**src/common/clock_cfg_cfg.svh**
```systemverilog
`ifndef CLOCK_CFG_CFG_SVH
`define CLOCK_CFG_CFG_SVH

// ----------------------------------------------------------------------
// Bus geometry
// ----------------------------------------------------------------------
`define CLKCFG_ADDR_W          12
`define CLKCFG_DATA_W          32
`define CLKCFG_REG_W           16

// ----------------------------------------------------------------------
// Register byte addresses
// ----------------------------------------------------------------------
`define CLKCFG_OSC_CTRL_ADDR   12'h000
`define CLKCFG_CLK_DIV_ADDR    12'h004
`define CLKCFG_PLL_FBD_ADDR    12'h008

// ----------------------------------------------------------------------
// Oscillator control field positions
// ----------------------------------------------------------------------
`define CLKCFG_OSC_SWREQ_BIT   0
`define CLKCFG_OSC_SECEN_BIT   1
`define CLKCFG_OSC_NEWSRC_LSB  8
`define CLKCFG_OSC_NEWSRC_MSB  10
`define CLKCFG_OSC_CURSRC_LSB  12
`define CLKCFG_OSC_CURSRC_MSB  14

// ----------------------------------------------------------------------
// Clock divisor field positions
// ----------------------------------------------------------------------
`define CLKCFG_DIV_PRE_LSB     0
`define CLKCFG_DIV_PRE_MSB     4
`define CLKCFG_DIV_POST_LSB    6
`define CLKCFG_DIV_POST_MSB    7
`define CLKCFG_DIV_FRC_LSB     8
`define CLKCFG_DIV_FRC_MSB     10
`define CLKCFG_DIV_REDEN_BIT   11
`define CLKCFG_DIV_RED_LSB     12
`define CLKCFG_DIV_RED_MSB     14
`define CLKCFG_DIV_ROI_BIT     15

// ----------------------------------------------------------------------
// Feedback divisor field positions
// ----------------------------------------------------------------------
`define CLKCFG_FBD_MUL_LSB     0
`define CLKCFG_FBD_MUL_MSB     8

// ----------------------------------------------------------------------
// Reset values and codes
// ----------------------------------------------------------------------
`define CLKCFG_OSC_CTRL_RESET  16'h0000
`define CLKCFG_CLK_DIV_RESET   16'h3040
`define CLKCFG_PLL_FBD_RESET   16'h0030
`define CLKCFG_POST_RESERVED   2'h2
`define CLKCFG_DIV_OFFSET      2
`define CLKCFG_SWITCH_CYCLES   4
`define CLKCFG_SETTLE_W        8
`define CLKCFG_MONITOR_ON      1'b0

`endif

```
**src/common/clock_cfg_pkg.sv**
```systemverilog
package clock_cfg_pkg;

   // One-hot states of the clock switch sequence.
   typedef enum logic [1:0] {
      SW_IDLE   = 2'b01,
      SW_ACTIVE = 2'b10
   } switch_state_t;

   // Whole state of the configuration block.
   typedef struct packed {
      switch_state_t sw_state;
      logic [7:0]    settle_count;
      logic [2:0]    switch_target;
      logic [2:0]    current_source;
      logic [2:0]    new_source_select;
      logic          secondary_osc_enable;
      logic          switch_request;
      logic          recover_on_interrupt;
      logic [2:0]    reduction_select;
      logic          reduction_enable;
      logic [2:0]    internal_rc_postscale;
      logic [1:0]    vco_output_divide;
      logic [4:0]    phase_detector_prescale;
      logic [8:0]    feedback_multiplier;
      logic [8:0]    frc_divisor;
      logic [5:0]    pll_pre_div;
      logic [3:0]    pll_post_div;
      logic [9:0]    pll_mult;
      logic [31:0]   prdata;
      logic          pslverr;
   } cfg_state_t;

   // Whole state of the processor clock reduction divider.
   typedef struct packed {
      logic [7:0] count;
      logic       pulse;
   } reduce_state_t;

   // Two raised to a three-bit exponent, 1 to 128.
   function automatic logic [8:0] pow2(input logic [2:0] e);
      return 9'h001 << e;
   endfunction

endpackage

```
**src/rtl/reduction_divider.sv**
```systemverilog
`timescale 1ns/1ps
`include "clock_cfg_cfg.svh"

module reduction_divider
   import clock_cfg_pkg::*;
(
   input  wire logic       pclk,
   input  wire logic       presetn,
   input  wire logic       enable,
   input  wire logic [2:0] select,
   output logic            cpu_clock_enable
);

   reduce_state_t state;
   reduce_state_t next_state;
   logic [8:0]    ratio;

   // ----------------------------------------------------------------------
   // Ratio counter
   // ----------------------------------------------------------------------
   // Disabled reduction gives a pulse on every cycle, so the processor
   // runs at the peripheral rate whatever the select field holds.
   always_comb begin
      next_state = state;
      ratio      = pow2(select);
      if (!enable) begin
         next_state.count = 8'h00;
         next_state.pulse = 1'b1;
      end else if ({1'b0, state.count} >= ratio - 9'h001) begin
         next_state.count = 8'h00;
         next_state.pulse = 1'b1;
      end else begin
         next_state.count = state.count + 8'h01;
         next_state.pulse = 1'b0;
      end
   end

   // Register the whole divider state.
   always_ff @(posedge pclk or negedge presetn) begin
      if (!presetn) begin
         state <= '{count: 8'h00, pulse: 1'b1};
      end else begin
         state <= next_state;
      end
   end

   assign cpu_clock_enable = state.pulse;

endmodule

```
**src/rtl/clock_divider_pll_config.sv**
```systemverilog
`timescale 1ns/1ps
`include "clock_cfg_cfg.svh"


module clock_divider_pll_config
   import clock_cfg_pkg::*;
#(
   parameter int SWITCH_CYCLES = `CLKCFG_SWITCH_CYCLES
)
(
   input  wire logic                       pclk,
   input  wire logic                       presetn,
   input  wire logic                       psel,
   input  wire logic                       penable,
   input  wire logic                       pwrite,
   input  wire logic [`CLKCFG_ADDR_W-1:0]  paddr,
   input  wire logic [`CLKCFG_DATA_W-1:0]  pwdata,
   output logic      [`CLKCFG_DATA_W-1:0]  prdata,
   output logic                            pready,
   output logic                            pslverr,
   input  wire logic                       switch_monitor_config,
   input  wire logic                       interrupt_event,
   output logic                            secondary_osc_enable,
   output logic      [2:0]                 clock_source_select,
   output logic                            clock_switch_busy,
   output logic                            cpu_clock_enable,
   output logic      [8:0]                 frc_divisor,
   output logic      [5:0]                 pll_prescale_divisor,
   output logic      [3:0]                 pll_postscale_divisor,
   output logic      [9:0]                 pll_multiplier
);

   // ----------------------------------------------------------------------
   // Constants
   // ----------------------------------------------------------------------
   localparam logic [7:0] SETTLE_LAST = 8'(SWITCH_CYCLES - 1);
   // A literal cannot be sliced, so the reset words are named here.
   localparam logic [15:0] OSC_RESET = `CLKCFG_OSC_CTRL_RESET;
   localparam logic [15:0] DIV_RESET = `CLKCFG_CLK_DIV_RESET;
   localparam logic [15:0] FBD_RESET = `CLKCFG_PLL_FBD_RESET;

   cfg_state_t state;
   cfg_state_t next_state;
   logic       setup_phase;
   logic       write_taken;
   logic [15:0] wdata;

   // ----------------------------------------------------------------------
   // Helpers
   // ----------------------------------------------------------------------
   // Address decode is shared by the write path and the error path.
   function automatic logic addr_mapped(input logic [`CLKCFG_ADDR_W-1:0] a);
      return (a == `CLKCFG_OSC_CTRL_ADDR) ||
             (a == `CLKCFG_CLK_DIV_ADDR)  ||
             (a == `CLKCFG_PLL_FBD_ADDR);
   endfunction

   // Postscaler code to divide ratio; the reserved code never gets stored.
   function automatic logic [3:0] post_ratio(input logic [1:0] code);
      logic [3:0] r;
      case (code)
         2'b00:   r = 4'h2;
         2'b01:   r = 4'h4;
         2'b11:   r = 4'h8;
         default: r = 4'h4;
      endcase
      return r;
   endfunction

   // Assemble the oscillator control word; unused bits stay zero.
   function automatic logic [15:0] osc_word(input cfg_state_t s);
      logic [15:0] w;
      w = 16'h0000;
      w[`CLKCFG_OSC_CURSRC_MSB:`CLKCFG_OSC_CURSRC_LSB] = s.current_source;
      w[`CLKCFG_OSC_NEWSRC_MSB:`CLKCFG_OSC_NEWSRC_LSB] =
         s.new_source_select;
      w[`CLKCFG_OSC_SECEN_BIT] = s.secondary_osc_enable;
      w[`CLKCFG_OSC_SWREQ_BIT] = s.switch_request;
      return w;
   endfunction

   // Assemble the clock divisor word; bit 5 is unimplemented.
   function automatic logic [15:0] div_word(input cfg_state_t s);
      logic [15:0] w;
      w = 16'h0000;
      w[`CLKCFG_DIV_ROI_BIT] = s.recover_on_interrupt;
      w[`CLKCFG_DIV_RED_MSB:`CLKCFG_DIV_RED_LSB] = s.reduction_select;
      w[`CLKCFG_DIV_REDEN_BIT] = s.reduction_enable;
      w[`CLKCFG_DIV_FRC_MSB:`CLKCFG_DIV_FRC_LSB] =
         s.internal_rc_postscale;
      w[`CLKCFG_DIV_POST_MSB:`CLKCFG_DIV_POST_LSB] = s.vco_output_divide;
      w[`CLKCFG_DIV_PRE_MSB:`CLKCFG_DIV_PRE_LSB] =
         s.phase_detector_prescale;
      return w;
   endfunction

   // Assemble the feedback divisor word; bits 15 to 9 are unimplemented.
   function automatic logic [15:0] fbd_word(input cfg_state_t s);
      logic [15:0] w;
      w = 16'h0000;
      w[`CLKCFG_FBD_MUL_MSB:`CLKCFG_FBD_MUL_LSB] = s.feedback_multiplier;
      return w;
   endfunction

   // ----------------------------------------------------------------------
   // Bus phases
   // ----------------------------------------------------------------------
   // Read data is captured in the setup cycle so that prdata comes from a
   // flop; this costs nothing since the access phase answers at once.
   assign setup_phase = psel & ~penable;
   assign pready      = psel & penable;
   assign write_taken = psel & penable & pwrite & addr_mapped(paddr);
   assign wdata       = pwdata[15:0];

   // ----------------------------------------------------------------------
   // Next state
   // ----------------------------------------------------------------------
   always_comb begin
      next_state = state;

      // Read data and error flag are prepared during setup.
      if (setup_phase) begin
         next_state.pslverr = ~addr_mapped(paddr);
         next_state.prdata  = 32'h0000_0000;
         case (paddr)
            `CLKCFG_OSC_CTRL_ADDR: next_state.prdata[15:0] = osc_word(state);
            `CLKCFG_CLK_DIV_ADDR:  next_state.prdata[15:0] = div_word(state);
            `CLKCFG_PLL_FBD_ADDR:  next_state.prdata[15:0] = fbd_word(state);
            default:               next_state.prdata = 32'h0000_0000;
         endcase
      end

      // Oscillator control write. Only the implemented fields are taken.
      if (write_taken && paddr == `CLKCFG_OSC_CTRL_ADDR) begin
         next_state.new_source_select =
            wdata[`CLKCFG_OSC_NEWSRC_MSB:`CLKCFG_OSC_NEWSRC_LSB];
         next_state.secondary_osc_enable =
            wdata[`CLKCFG_OSC_SECEN_BIT];
         // A request is honoured only when switching is allowed and no
         // switch is already running; otherwise the bit keeps its value.
         if (wdata[`CLKCFG_OSC_SWREQ_BIT] &&
             switch_monitor_config == `CLKCFG_MONITOR_ON &&
             state.sw_state == SW_IDLE) begin
            next_state.switch_request = 1'b1;
            next_state.switch_target  =
               wdata[`CLKCFG_OSC_NEWSRC_MSB:`CLKCFG_OSC_NEWSRC_LSB];
            next_state.settle_count   = 8'h00;
            next_state.sw_state       = SW_ACTIVE;
         end
      end

      // Clock divisor write.
      if (write_taken && paddr == `CLKCFG_CLK_DIV_ADDR) begin
         next_state.recover_on_interrupt = wdata[`CLKCFG_DIV_ROI_BIT];
         next_state.reduction_select =
            wdata[`CLKCFG_DIV_RED_MSB:`CLKCFG_DIV_RED_LSB];
         next_state.reduction_enable = wdata[`CLKCFG_DIV_REDEN_BIT];
         next_state.internal_rc_postscale =
            wdata[`CLKCFG_DIV_FRC_MSB:`CLKCFG_DIV_FRC_LSB];
         // The reserved postscaler code would leave the PLL output
         // undefined, so such a write keeps the previous setting.
         if (wdata[`CLKCFG_DIV_POST_MSB:`CLKCFG_DIV_POST_LSB] !=
             `CLKCFG_POST_RESERVED) begin
            next_state.vco_output_divide =
               wdata[`CLKCFG_DIV_POST_MSB:`CLKCFG_DIV_POST_LSB];
         end
         next_state.phase_detector_prescale =
            wdata[`CLKCFG_DIV_PRE_MSB:`CLKCFG_DIV_PRE_LSB];
      end

      // Feedback divisor write.
      if (write_taken && paddr == `CLKCFG_PLL_FBD_ADDR) begin
         next_state.feedback_multiplier =
            wdata[`CLKCFG_FBD_MUL_MSB:`CLKCFG_FBD_MUL_LSB];
      end

      // Interrupt recovery. Placed after the software write so that an
      // interrupt in the same cycle as a write still drops reduction.
      if (state.recover_on_interrupt && interrupt_event) begin
         next_state.reduction_enable = 1'b0;
      end

      // Clock switch sequence: wait the settle time, then move over.
      case (state.sw_state)
         SW_IDLE: begin
         end
         SW_ACTIVE: begin
            if (state.settle_count >= SETTLE_LAST) begin
               next_state.current_source = state.switch_target;
               next_state.switch_request = 1'b0;
               next_state.sw_state       = SW_IDLE;
            end else begin
               next_state.settle_count = state.settle_count + 8'h01;
            end
         end
         default: begin
            next_state.sw_state       = SW_IDLE;
            next_state.switch_request = 1'b0;
         end
      endcase

      // Decoded divide ratios follow the stored fields in the same cycle.
      next_state.frc_divisor =
         pow2(next_state.internal_rc_postscale);
      next_state.pll_pre_div =
         6'({1'b0, next_state.phase_detector_prescale}) +
         6'(`CLKCFG_DIV_OFFSET);
      next_state.pll_post_div =
         post_ratio(next_state.vco_output_divide);
      next_state.pll_mult =
         10'({1'b0, next_state.feedback_multiplier}) +
         10'(`CLKCFG_DIV_OFFSET);
   end

   // ----------------------------------------------------------------------
   // State register
   // ----------------------------------------------------------------------
   // Reset values give the documented divide defaults: /8 reduction
   // select, /4 postscaler, /2 prescaler and a multiplier of 50.
   always_ff @(posedge pclk or negedge presetn) begin
      if (!presetn) begin
         state.sw_state                <= SW_IDLE;
         state.settle_count            <= 8'h00;
         state.switch_target           <= 3'h0;
         state.current_source          <= 3'h0;
         state.new_source_select       <= OSC_RESET
            [`CLKCFG_OSC_NEWSRC_MSB:`CLKCFG_OSC_NEWSRC_LSB];
         state.secondary_osc_enable    <= OSC_RESET
            [`CLKCFG_OSC_SECEN_BIT];
         state.switch_request          <= 1'b0;
         state.recover_on_interrupt    <= DIV_RESET
            [`CLKCFG_DIV_ROI_BIT];
         state.reduction_select        <= DIV_RESET
            [`CLKCFG_DIV_RED_MSB:`CLKCFG_DIV_RED_LSB];
         state.reduction_enable        <= DIV_RESET
            [`CLKCFG_DIV_REDEN_BIT];
         state.internal_rc_postscale   <= DIV_RESET
            [`CLKCFG_DIV_FRC_MSB:`CLKCFG_DIV_FRC_LSB];
         state.vco_output_divide       <= DIV_RESET
            [`CLKCFG_DIV_POST_MSB:`CLKCFG_DIV_POST_LSB];
         state.phase_detector_prescale <= DIV_RESET
            [`CLKCFG_DIV_PRE_MSB:`CLKCFG_DIV_PRE_LSB];
         state.feedback_multiplier     <= FBD_RESET
            [`CLKCFG_FBD_MUL_MSB:`CLKCFG_FBD_MUL_LSB];
         state.frc_divisor             <= 9'h001;
         state.pll_pre_div             <= 6'h02;
         state.pll_post_div            <= 4'h4;
         state.pll_mult                <= 10'h032;
         state.prdata                  <= 32'h0000_0000;
         state.pslverr                 <= 1'b0;
      end else begin
         state <= next_state;
      end
   end

   // ----------------------------------------------------------------------
   // Processor clock reduction
   // ----------------------------------------------------------------------
   reduction_divider u_reduction (
      .pclk             (pclk),
      .presetn          (presetn),
      .enable           (state.reduction_enable),
      .select           (state.reduction_select),
      .cpu_clock_enable (cpu_clock_enable)
   );

   // ----------------------------------------------------------------------
   // Outputs
   // ----------------------------------------------------------------------
   // Every output below is a flop of the state record.
   assign prdata                = state.prdata;
   assign pslverr               = state.pslverr;
   assign secondary_osc_enable  = state.secondary_osc_enable;
   assign clock_source_select   = state.current_source;
   assign clock_switch_busy     = state.switch_request;
   assign frc_divisor           = state.frc_divisor;
   assign pll_prescale_divisor  = state.pll_pre_div;
   assign pll_postscale_divisor = state.pll_post_div;
   assign pll_multiplier        = state.pll_mult;

endmodule

```
**config.mk**
```make
export PLATFORM = sky130hd
export DESIGN_NAME = clock_divider_pll_config
export DESIGN_NICKNAME = d
export VERILOG_FILES = /design/src/common/clock_cfg_pkg.sv /design/src/rtl/reduction_divider.sv /design/src/rtl/clock_divider_pll_config.sv
export VERILOG_INCLUDE_DIRS = /design/src /design/src/common
export SDC_FILE = /design/constraint.sdc
export NUM_CORES = 1
export LEC_CHECK = 0
export ABC_AREA = 1
export BUFFER_PORTS_ARGS = -buffer_cell sky130_fd_sc_hd__buf_2
export CAP_MARGIN = 20
export CORE_ASPECT_RATIO = 2
export CORE_UTILIZATION = 60
export CTS_BUF_LIST = sky130_fd_sc_hd__clkbuf_8
export CTS_CLUSTER_DIAMETER = 40
export DETAILED_ROUTE_END_ITERATION = 8
export PLACE_DENSITY = 0.88
export SLEW_MARGIN = 20
export SYNTH_ARGS = -nofsm -noshare
export SYNTH_HDL_FRONTEND = slang
export SYNTH_HIERARCHICAL = 1
export SYNTH_SLANG_ARGS = --single-unit
```
**constraint.sdc**
```tcl
create_clock -name pclk -period 5.1 [get_ports pclk]
set_clock_uncertainty 0.05 [all_clocks]
set_input_delay 1.02 -clock pclk [delete_from_list [all_inputs] [get_ports pclk]]
set_output_delay 1.02 -clock pclk [all_outputs]
set_load 0.02 [all_outputs]
```
### Word level (Yosys, flattened, before mapping)

Cells that the tools add are included.

* register bits: 100
* bits of input ports: 51
* output and inout port bits: 69
* word-level logic and storage cells: 75

* add/sub/neg operators: 5
* magnitude comparators: 2
* equality and inequality tests: 6
* shift-type cells: 2
* mux-type cells: 18
* bitwise operators: 7
* reduce and logical (&&, ||, !) cells: 13

Operators by type and width (count)
* 16-bit one-hot mux with 3 select lines: 1
* 9-bit 2-to-1 mux: 3
* 13-bit 2-to-1 mux: 2
* 1-bit by 3-bit left shift with 9-bit output, first input constant: 2
* 8-bit by 1-bit adder with 8-bit output, second input constant: 2
* 8-bit 2-to-1 mux: 2
* 12-bit by 3-bit == test with 1-bit output, second input constant: 1
* 12-bit by 4-bit == test with 1-bit output, second input constant: 1
* 12-bit logical NOT: 1
* 11-bit 2-to-1 mux: 1
* 9-bit by 2-bit adder with 10-bit output, second input constant: 1
* 8-bit by 9-bit greater-or-equal comparator with 1-bit output: 1
* 9-bit by 1-bit subtractor with 9-bit output, second input constant: 1
* 8-bit by 2-bit greater-or-equal comparator with 1-bit output, second input constant: 1
* 4-bit one-hot mux with 2 select lines: 1
* 5-bit by 2-bit adder with 6-bit output, second input constant: 1
* 1-bit logical AND: 6
* 1-bit bitwise AND: 4
* 2-bit == test, second input constant: 2
* 1-bit 2-to-1 mux: 4
* 2-bit 2-to-1 mux: 2
* 2-bit one-hot mux with 2 select lines: 1
* 2-bit AND reduction: 2
* 1-bit NOT: 3
* other kinds (6): 7

### Logic depth before layout (Yosys ltp)

Gate-level depths: netlist of the first run.

* depth after elaboration: 8
* mapped depth: 13
* mapped depth without buffers: 12

### By module

The synthesis of the first run kept the hierarchy.

By module, submodules not included
* clock_divider_pll_config: instances 1, cells an instance 470, area each 4254.1 um^2, sequential area each 2192.1 um^2
* reduction_divider: instances 1, cells an instance 75, area each 631.9 um^2, sequential area each 226.5 um^2

### Worst setup path after synthesis of the first run

No wires, ideal clock.

* path type: input port to flip-flop
* start point: in paddr[9]
* end point: reg state (netlist bit pll_postscale_divisor[2])
* setup time: 0.083 ns
* arrival: 2.328 ns
* data required time: 4.967 ns
* setup slack: 2.639 ns
* cell stages on the path: 10
* buffers on the path: 1
* cells stage by stage: nor2_1 nand2_1 nor2_4 nand2_4 nor2_4 buf_4 nand2_1 a21oi_2 inv_1 ha_1

RTL lines
* start, declared: line clock_divider_pll_config.sv:16 `` input wire logic [`CLKCFG_ADDR_W-1:0] paddr, ``
* end signal, assigned: line clock_divider_pll_config.sv:252 `state <= next_state;`
* end, declared: line clock_divider_pll_config.sv:42 `cfg_state_t state;`

==> flow_summary.ini, run 1 <==
[floorplanning]
fp.dieArea_um2 = 8530
ios = 120
die_h_um = 130
initial_core_util_pct = 62.0
placementRows = 46
die_w_um = 65.8
coreArea_um2 = 7890

[synthesis]
syn_inst = 545
synthArstFlopShare_pct = 100
yosysWarningCount = 6
syn_area_per_cell_um2 = 8.97
synth.most_common_cell = nand2_1
synth_top_area_share_pct = 42.5
synth_edf_count = 0
ys_ff_latch = 96
ys_top_cells_by_count = 130 x nand2_1, 83 x dfrtp_1, 66 x buf_4
yosysSeqAreaShare_pct = 49.5
synthFlopType = dfrtp_1
yosys.area.top_type = dfrtp_1
synth_area_leaders = dfrtp_1 43%, buf_4 10%, nand2_1 10%, dfstp_2 7.0%, inv_1 4.9%
yosysUniqueCellTypes = 40
syn_area_um2 = 4890

[global_routing]
grt_pass1_vias = 3450
gr-total-overflow = 0
antenna_found_initial = 0
grt.total_usage_pct = 24.7
grt_pass1_wl_mm = 15.6
grt_max_degree = 53

[worst_setup_path]
r2r-start = state[83]
r2r_cells = 6
end_kind = flop
crit_type = in2reg
crit_required_ps = 5300
crit_fanout = 15
reg2reg_slack_ps = 3260
worst_setup_path_start_kind = primary input
rr_endpoint = u_reduction/state[4]
cp.arrival_ps = 2950

[placement]
hpwl_mm = 7.64
gp_congestion = 0.869
dpl.cell_count = 671
port_buffers = 85

[timing]
period_share_pct = 53.9
hold_violations = 0
drv_slew = 0
holdWs_ps = 423
setup_viol = 0
rsz0062_at_grt = no
fmax_mhz = 364
min_period_ps = 2750
tns_ps = 0
slew_headroom_pct = 44.4
tightest_slew_ps = 832

[pwr]
switching_power_w = 0.000422
p_seq_share_pct = 55.0
comb_power_share_pct = 15.2
power_per_cell_area_nw_per_um2 = 297
leakage_nw = 2.87
ir_worst_vdd_v = 0.000200
totalPowerFinal_w = 0.00153
p_int_w = 0.00111
clkPwrFrac_pct = 29.8
switching_share_pct = 27.6

[min_path]
hold_path_depth = 2
hold-path-endpoint = state[100]
hold_path.class = reg2reg
min_from = state[100]

[cts]
clock-sinks = 96
cts_buffers = 9
clk_pin_slew_ps = 80
postCtsSetupRepairBufs = 0
cts-root-buf = clkbuf_8
clock_path_buffers = 2
tritoncts = done
cts_hold_buf = 0
cts_resized = 0
clk_latency_ps = 350
htreeDepth = 3

[detailed_routing]
dr_total_vias = 3525
wl_per_cell_um = 14.2
drtIter0Drc = 244
ant_nets = 0
vias_per_cell = 5.13
dr.pass1.iters = 4
drt-total-wl_mm = 9.79
drc = 0

[cells_and_area]
drive_gt1_share_pct = 25.2
diodes = 0
instances_no_fill = 687
nets = 653
synthToLayoutAreaGrowth_pct = 5.20

[status]
outcome = complete, no violations

[flow_run]
drv_cap = 0
power by group through the flow:
stage / Sequential [W] / Clock, W / Combinational, W
2_1_floorplan: 0.000845 / 0 / 0.000174
3_3_place_gp: 0.000850 / 0 / 0.000215
3_5_place_dp: 0.000855 / 0 / 0.000231
4_1_cts: 0.000840 / 0.000468 / 0.000234
5_1_grt: 0.000847 / 0.000496 / 0.000259
6_report: 0.000841 / 0.000455 / 0.000232
cells by family after synthesis:
group,share of synthesized area [%]
AND/OR/NAND/NOR,21.7
buffers and inverters,16.3
flip-flops,49.5
AO/OA/AOI/OAI,6.63
adder cells (fa/ha/maj),4.10
XOR/XNOR,0.896
multiplexers,0.691
other,0.154
per-stage QoR:
stage	util (%)	cell area, um2	setup slack (ps)
global route	65.2	5140	2120
global placement	62.9	4960	2080
floorplan	-	4950	2640
detailed placement	62.9	4960	2020
CTS	65.2	5140	2420
finish	65.2	5140	2350
layout make-up:
cell class | instances | area [um2]
fillers | 614 | 2750
flip-flops and latches | 96 | 2420
multi-input cells | 327 | 1730
repair buffers | 86 | 435
inverters | 66 | 253
clock buffers | 9 | 124
well taps | 96 | 120
clock inverters | 7 | 56.3
layer usage:
metal	GRT usage, %	up-vias	part of all wire (%)
li1	-	1699	-
met1	25.6	1669	35
met2	43.1	120	55
met3	3.26	37	4.3
met4	19.8	0	5.4
met5	0	-	0
cells in the final DEF, fill, tap and decap left out, types with 2 or more instances in the layout:
| master | synthesis | final |
|---|---|---|
| clkinv_2 | 0 | 3 |
| nor2_4 | 5 | 5 |
| xor2_1 | 3 | 3 |
| o22ai_1 | 4 | 4 |
| nor3_1 | 3 | 3 |
| buf_4 | 66 | 2 |
| buf_2 | 1 | 84 |
| nand3_1 | 16 | 16 |
| nand2_2 | 7 | 7 |
| clkbuf_8 | 0 | 9 |
| a21oi_1 | 9 | 9 |
| nand3_2 | 4 | 4 |
| nor2_2 | 4 | 4 |
| o21ai_0 | 29 | 29 |
| ha_1 | 16 | 16 |
| o21ai_1 | 3 | 3 |
| inv_1 | 64 | 67 |
| conb_1 | 2 | 19 |
| nand4_1 | 10 | 10 |
| nor2_1 | 43 | 43 |
| dfrtp_1 | 83 | 83 |
| o21ai_2 | 2 | 2 |
| xnor2_1 | 2 | 2 |
| dfstp_2 | 13 | 13 |
| mux2_2 | 3 | 3 |
| nand2_4 | 4 | 4 |
| nand2_1 | 130 | 130 |
critical path: stages:
cell	delay, ps
buf_2	100
nor2_1	100
nand2_1	110
nor2_4	320
nand3_1	450
nand2_1	180
nand2_1	130
ha_1	220
nand2_1	110
nor2_2	70
nand3b_1	80
nand2_1	60
state kept, by name (all words and copies together) (netlist names):
name                          cells
u_reduction/state                 8
prdata                           16
secondary_osc_enable              1
frc_divisor                       8
u_reduction/cpu_clock_enable      1
clock_source_select               3
pll_multiplier                   10
pll_postscale_divisor             3
pslverr                           1
clock_switch_busy                 1
state                            38
pll_prescale_divisor              6
worst max-delay path by stage:
| stage | from | endpoint | slack (ps) | depth (start not counted) |
|---|---|---|---|---|
| 6_report | paddr[9] | pll_multiplier[7] | 2350 | 12 |
| 5_1_grt | paddr[11] | pll_multiplier[7] | 2120 | 12 |
| 4_1_cts | paddr[9] | pll_multiplier[7] | 2420 | 12 |
| 3_5_place_dp | paddr[9] | pll_multiplier[7] | 2020 | 12 |
| 3_3_place_gp | paddr[11] | pll_multiplier[7] | 2080 | 12 |
| 2_1_floorplan | paddr[9] | pll_postscale_divisor[2] | 2640 | 10 |
Note: power is estimated with default switching activity, not from simulation.
==> run 2: changes to the inputs <==
CORE_UTILIZATION = 50   (was 60)
PLACE_DENSITY = 0.79   (was 0.88)
clock period = 2.5 ns   (was 5.1 ns; I/O delays follow)
==> run 2 against run 1 <==
  * Hold slack worse by 390 ps
  * Highest routed layer unchanged
  * Non-clock buffer count is 11 higher
  * Critical path depth fell by 3
  * Largest cell class unchanged
  * Wire length is 3.4% higher
  * Clock power rose by 130%
  * Die area increased by 20%
  * Design area rose by 3.4%
==> flow_summary.ini, run 2 (synthesis gave the netlist of run 1 again) <==
[worst_setup_path]
reg2reg_slack_ps = 700
crit_required_ps = 2710
crit_fanout = 11
worst_setup_path_start_kind = primary input
cp.arrival_ps = 2130
end_kind = flop
crit_type = in2reg

[cells_and_area]
nets = 664
drive_gt1_share_pct = 27.1
final_area_um2 = 5310
diodes = 0
synthToLayoutAreaGrowth_pct = 8.73
mostFrequentLayoutCells = 130 x nand2_1, 84 x buf_2, 83 x dfrtp_1
top_register = state
largest_register_ffs = 38
fillCellCount = 838
final_common_cell = nand2_1

[cts]
cts_resized = 0
clock-sinks = 96
clk_pin_slew_ps = 100
postCtsSetupRepairBufs = 0
cts-root-buf = clkbuf_8
tritoncts = done
clk_latency_ps = 370
cts_hold_buf = 0
cts_buffers = 9
clock_path_buffers = 2
htreeDepth = 3

[flow_run]
drv_cap = 0

[floorplanning]
die_w_um = 71.9
die_h_um = 142
ios = 120
placementRows = 50
fp.dieArea_um2 = 10200
initial_core_util_pct = 51.7
coreArea_um2 = 9450

[detailed_routing]
vias_per_cell = 4.83
wl_per_cell_um = 13.8
drtIter0Drc = 198
dr_total_vias = 3534
ant_nets = 0
dr.pass1.iters = 4
drc = 0
drt-total-wl_mm = 10.1

[placement]
port_buffers = 85
hpwl_mm = 8.03
gp_congestion = 0.813
dpl_cell_area_um2 = 5100

[global_routing]
grt_max_degree = 43
grt_pass1_wl_mm = 16.4
antenna_found_initial = 0
grt.total_usage_pct = 21.3
grt_pass1_vias = 3536
gr-total-overflow = 0

[timing]
slew_headroom_pct = 56.3
drv_slew = 0
fmax_mhz = 521
hold_violations = 0
period_share_pct = 76.8
tightest_slew_ps = 649
setup_viol = 0
rsz0062_at_grt = no
min_period_ps = 1920
tns_ps = 0

[min_path]
hold_path.class = in2async

[pwr]
ir_worst_vdd_v = 0.000383
power_per_cell_area_nw_per_um2 = 610
totalPowerFinal_w = 0.00324
leakage_nw = 2.93

[status]
outcome = complete, no violations
==> run 2: cell count changes in the layout (fill, tap and decap cells not counted) <==
cell        previous run  this run
clkinv_2               3         0
clkinv_4               1         3
clkinvlp_4             0         1
buf_12                 0         1
buf_4                  2        12
inv_6                  0         1
clkbuf_8               9        11
inv_1                 67        64
==> run 2: layout make-up <==
class / instances / area [um2] / share of cell area (%)
clock buffer: 11 / 151 / 2.85
timing repair buffer: 97 / 531 / 9.99
sequential: 96 / 2420 / 45.5
multi-input combinational: 327 / 1730 / 32.6
clock inverter: 5 / 63.8 / 1.20
tap: 130 / 163 / 3.06
inverter: 66 / 253 / 4.76
==> run 2: per-stage QoR <==
stage | utilization, % | hold WS [ps] | instances | setup slack, ps
after global placement | 54.0 | 402 | 716 | 260
after detailed placement | 54.0 | 412 | 716 | 219
after floorplan | - | 154 | 562 | 559
after CTS | 56.2 | 46.3 | 732 | 630
final | 56.2 | 35.9 | 732 | 581
after global routing | 56.2 | 66.3 | 732 | 423
==> run 2: critical path, stage by stage <==
cell	delay [ps]
buf_2	90
nor2_1	110
nand2_1	110
nor2_4	270
nand2_4	130
nor2_4	160
o21ai_0	260
ha_1	320
xor2_1	160
==> run 2: worst paths after layout <==
kind / cells past startpoint / from / end
max in group asynchronous: 2 / presetn / state[66]
hold reg to reg: 2 / prdata[6] / prdata[6]
setup / recovery: 9 / paddr[11] / pll_prescale_divisor[3]
setup reg to reg: 11 / state[83] / u_reduction/state[2]
hold / removal: 1 / presetn / u_reduction/state[3]
min in group pclk: 2 / interrupt_event / state[81]
==> run 2: layer usage <==
layer / up-vias / part of all wire, % / GRT usage [%]
met4: 0 / 4.5 / 12.7
met5: - / 0 / 0
li1: 1722 / - / -
met2: 95 / 57 / 39.5
met3: 26 / 3.5 / 4.26
met1: 1691 / 35 / 21.0
==> run 2: report_power, final <==
part           total, W  internal, W  switching (W)  leakage [nW]
registers       0.00171      0.00163      0.0000805          1.20
clock network   0.00106     0.000524       0.000534         0.106
logic          0.000467     0.000181       0.000287          1.62
total           0.00324      0.00234       0.000901          2.93
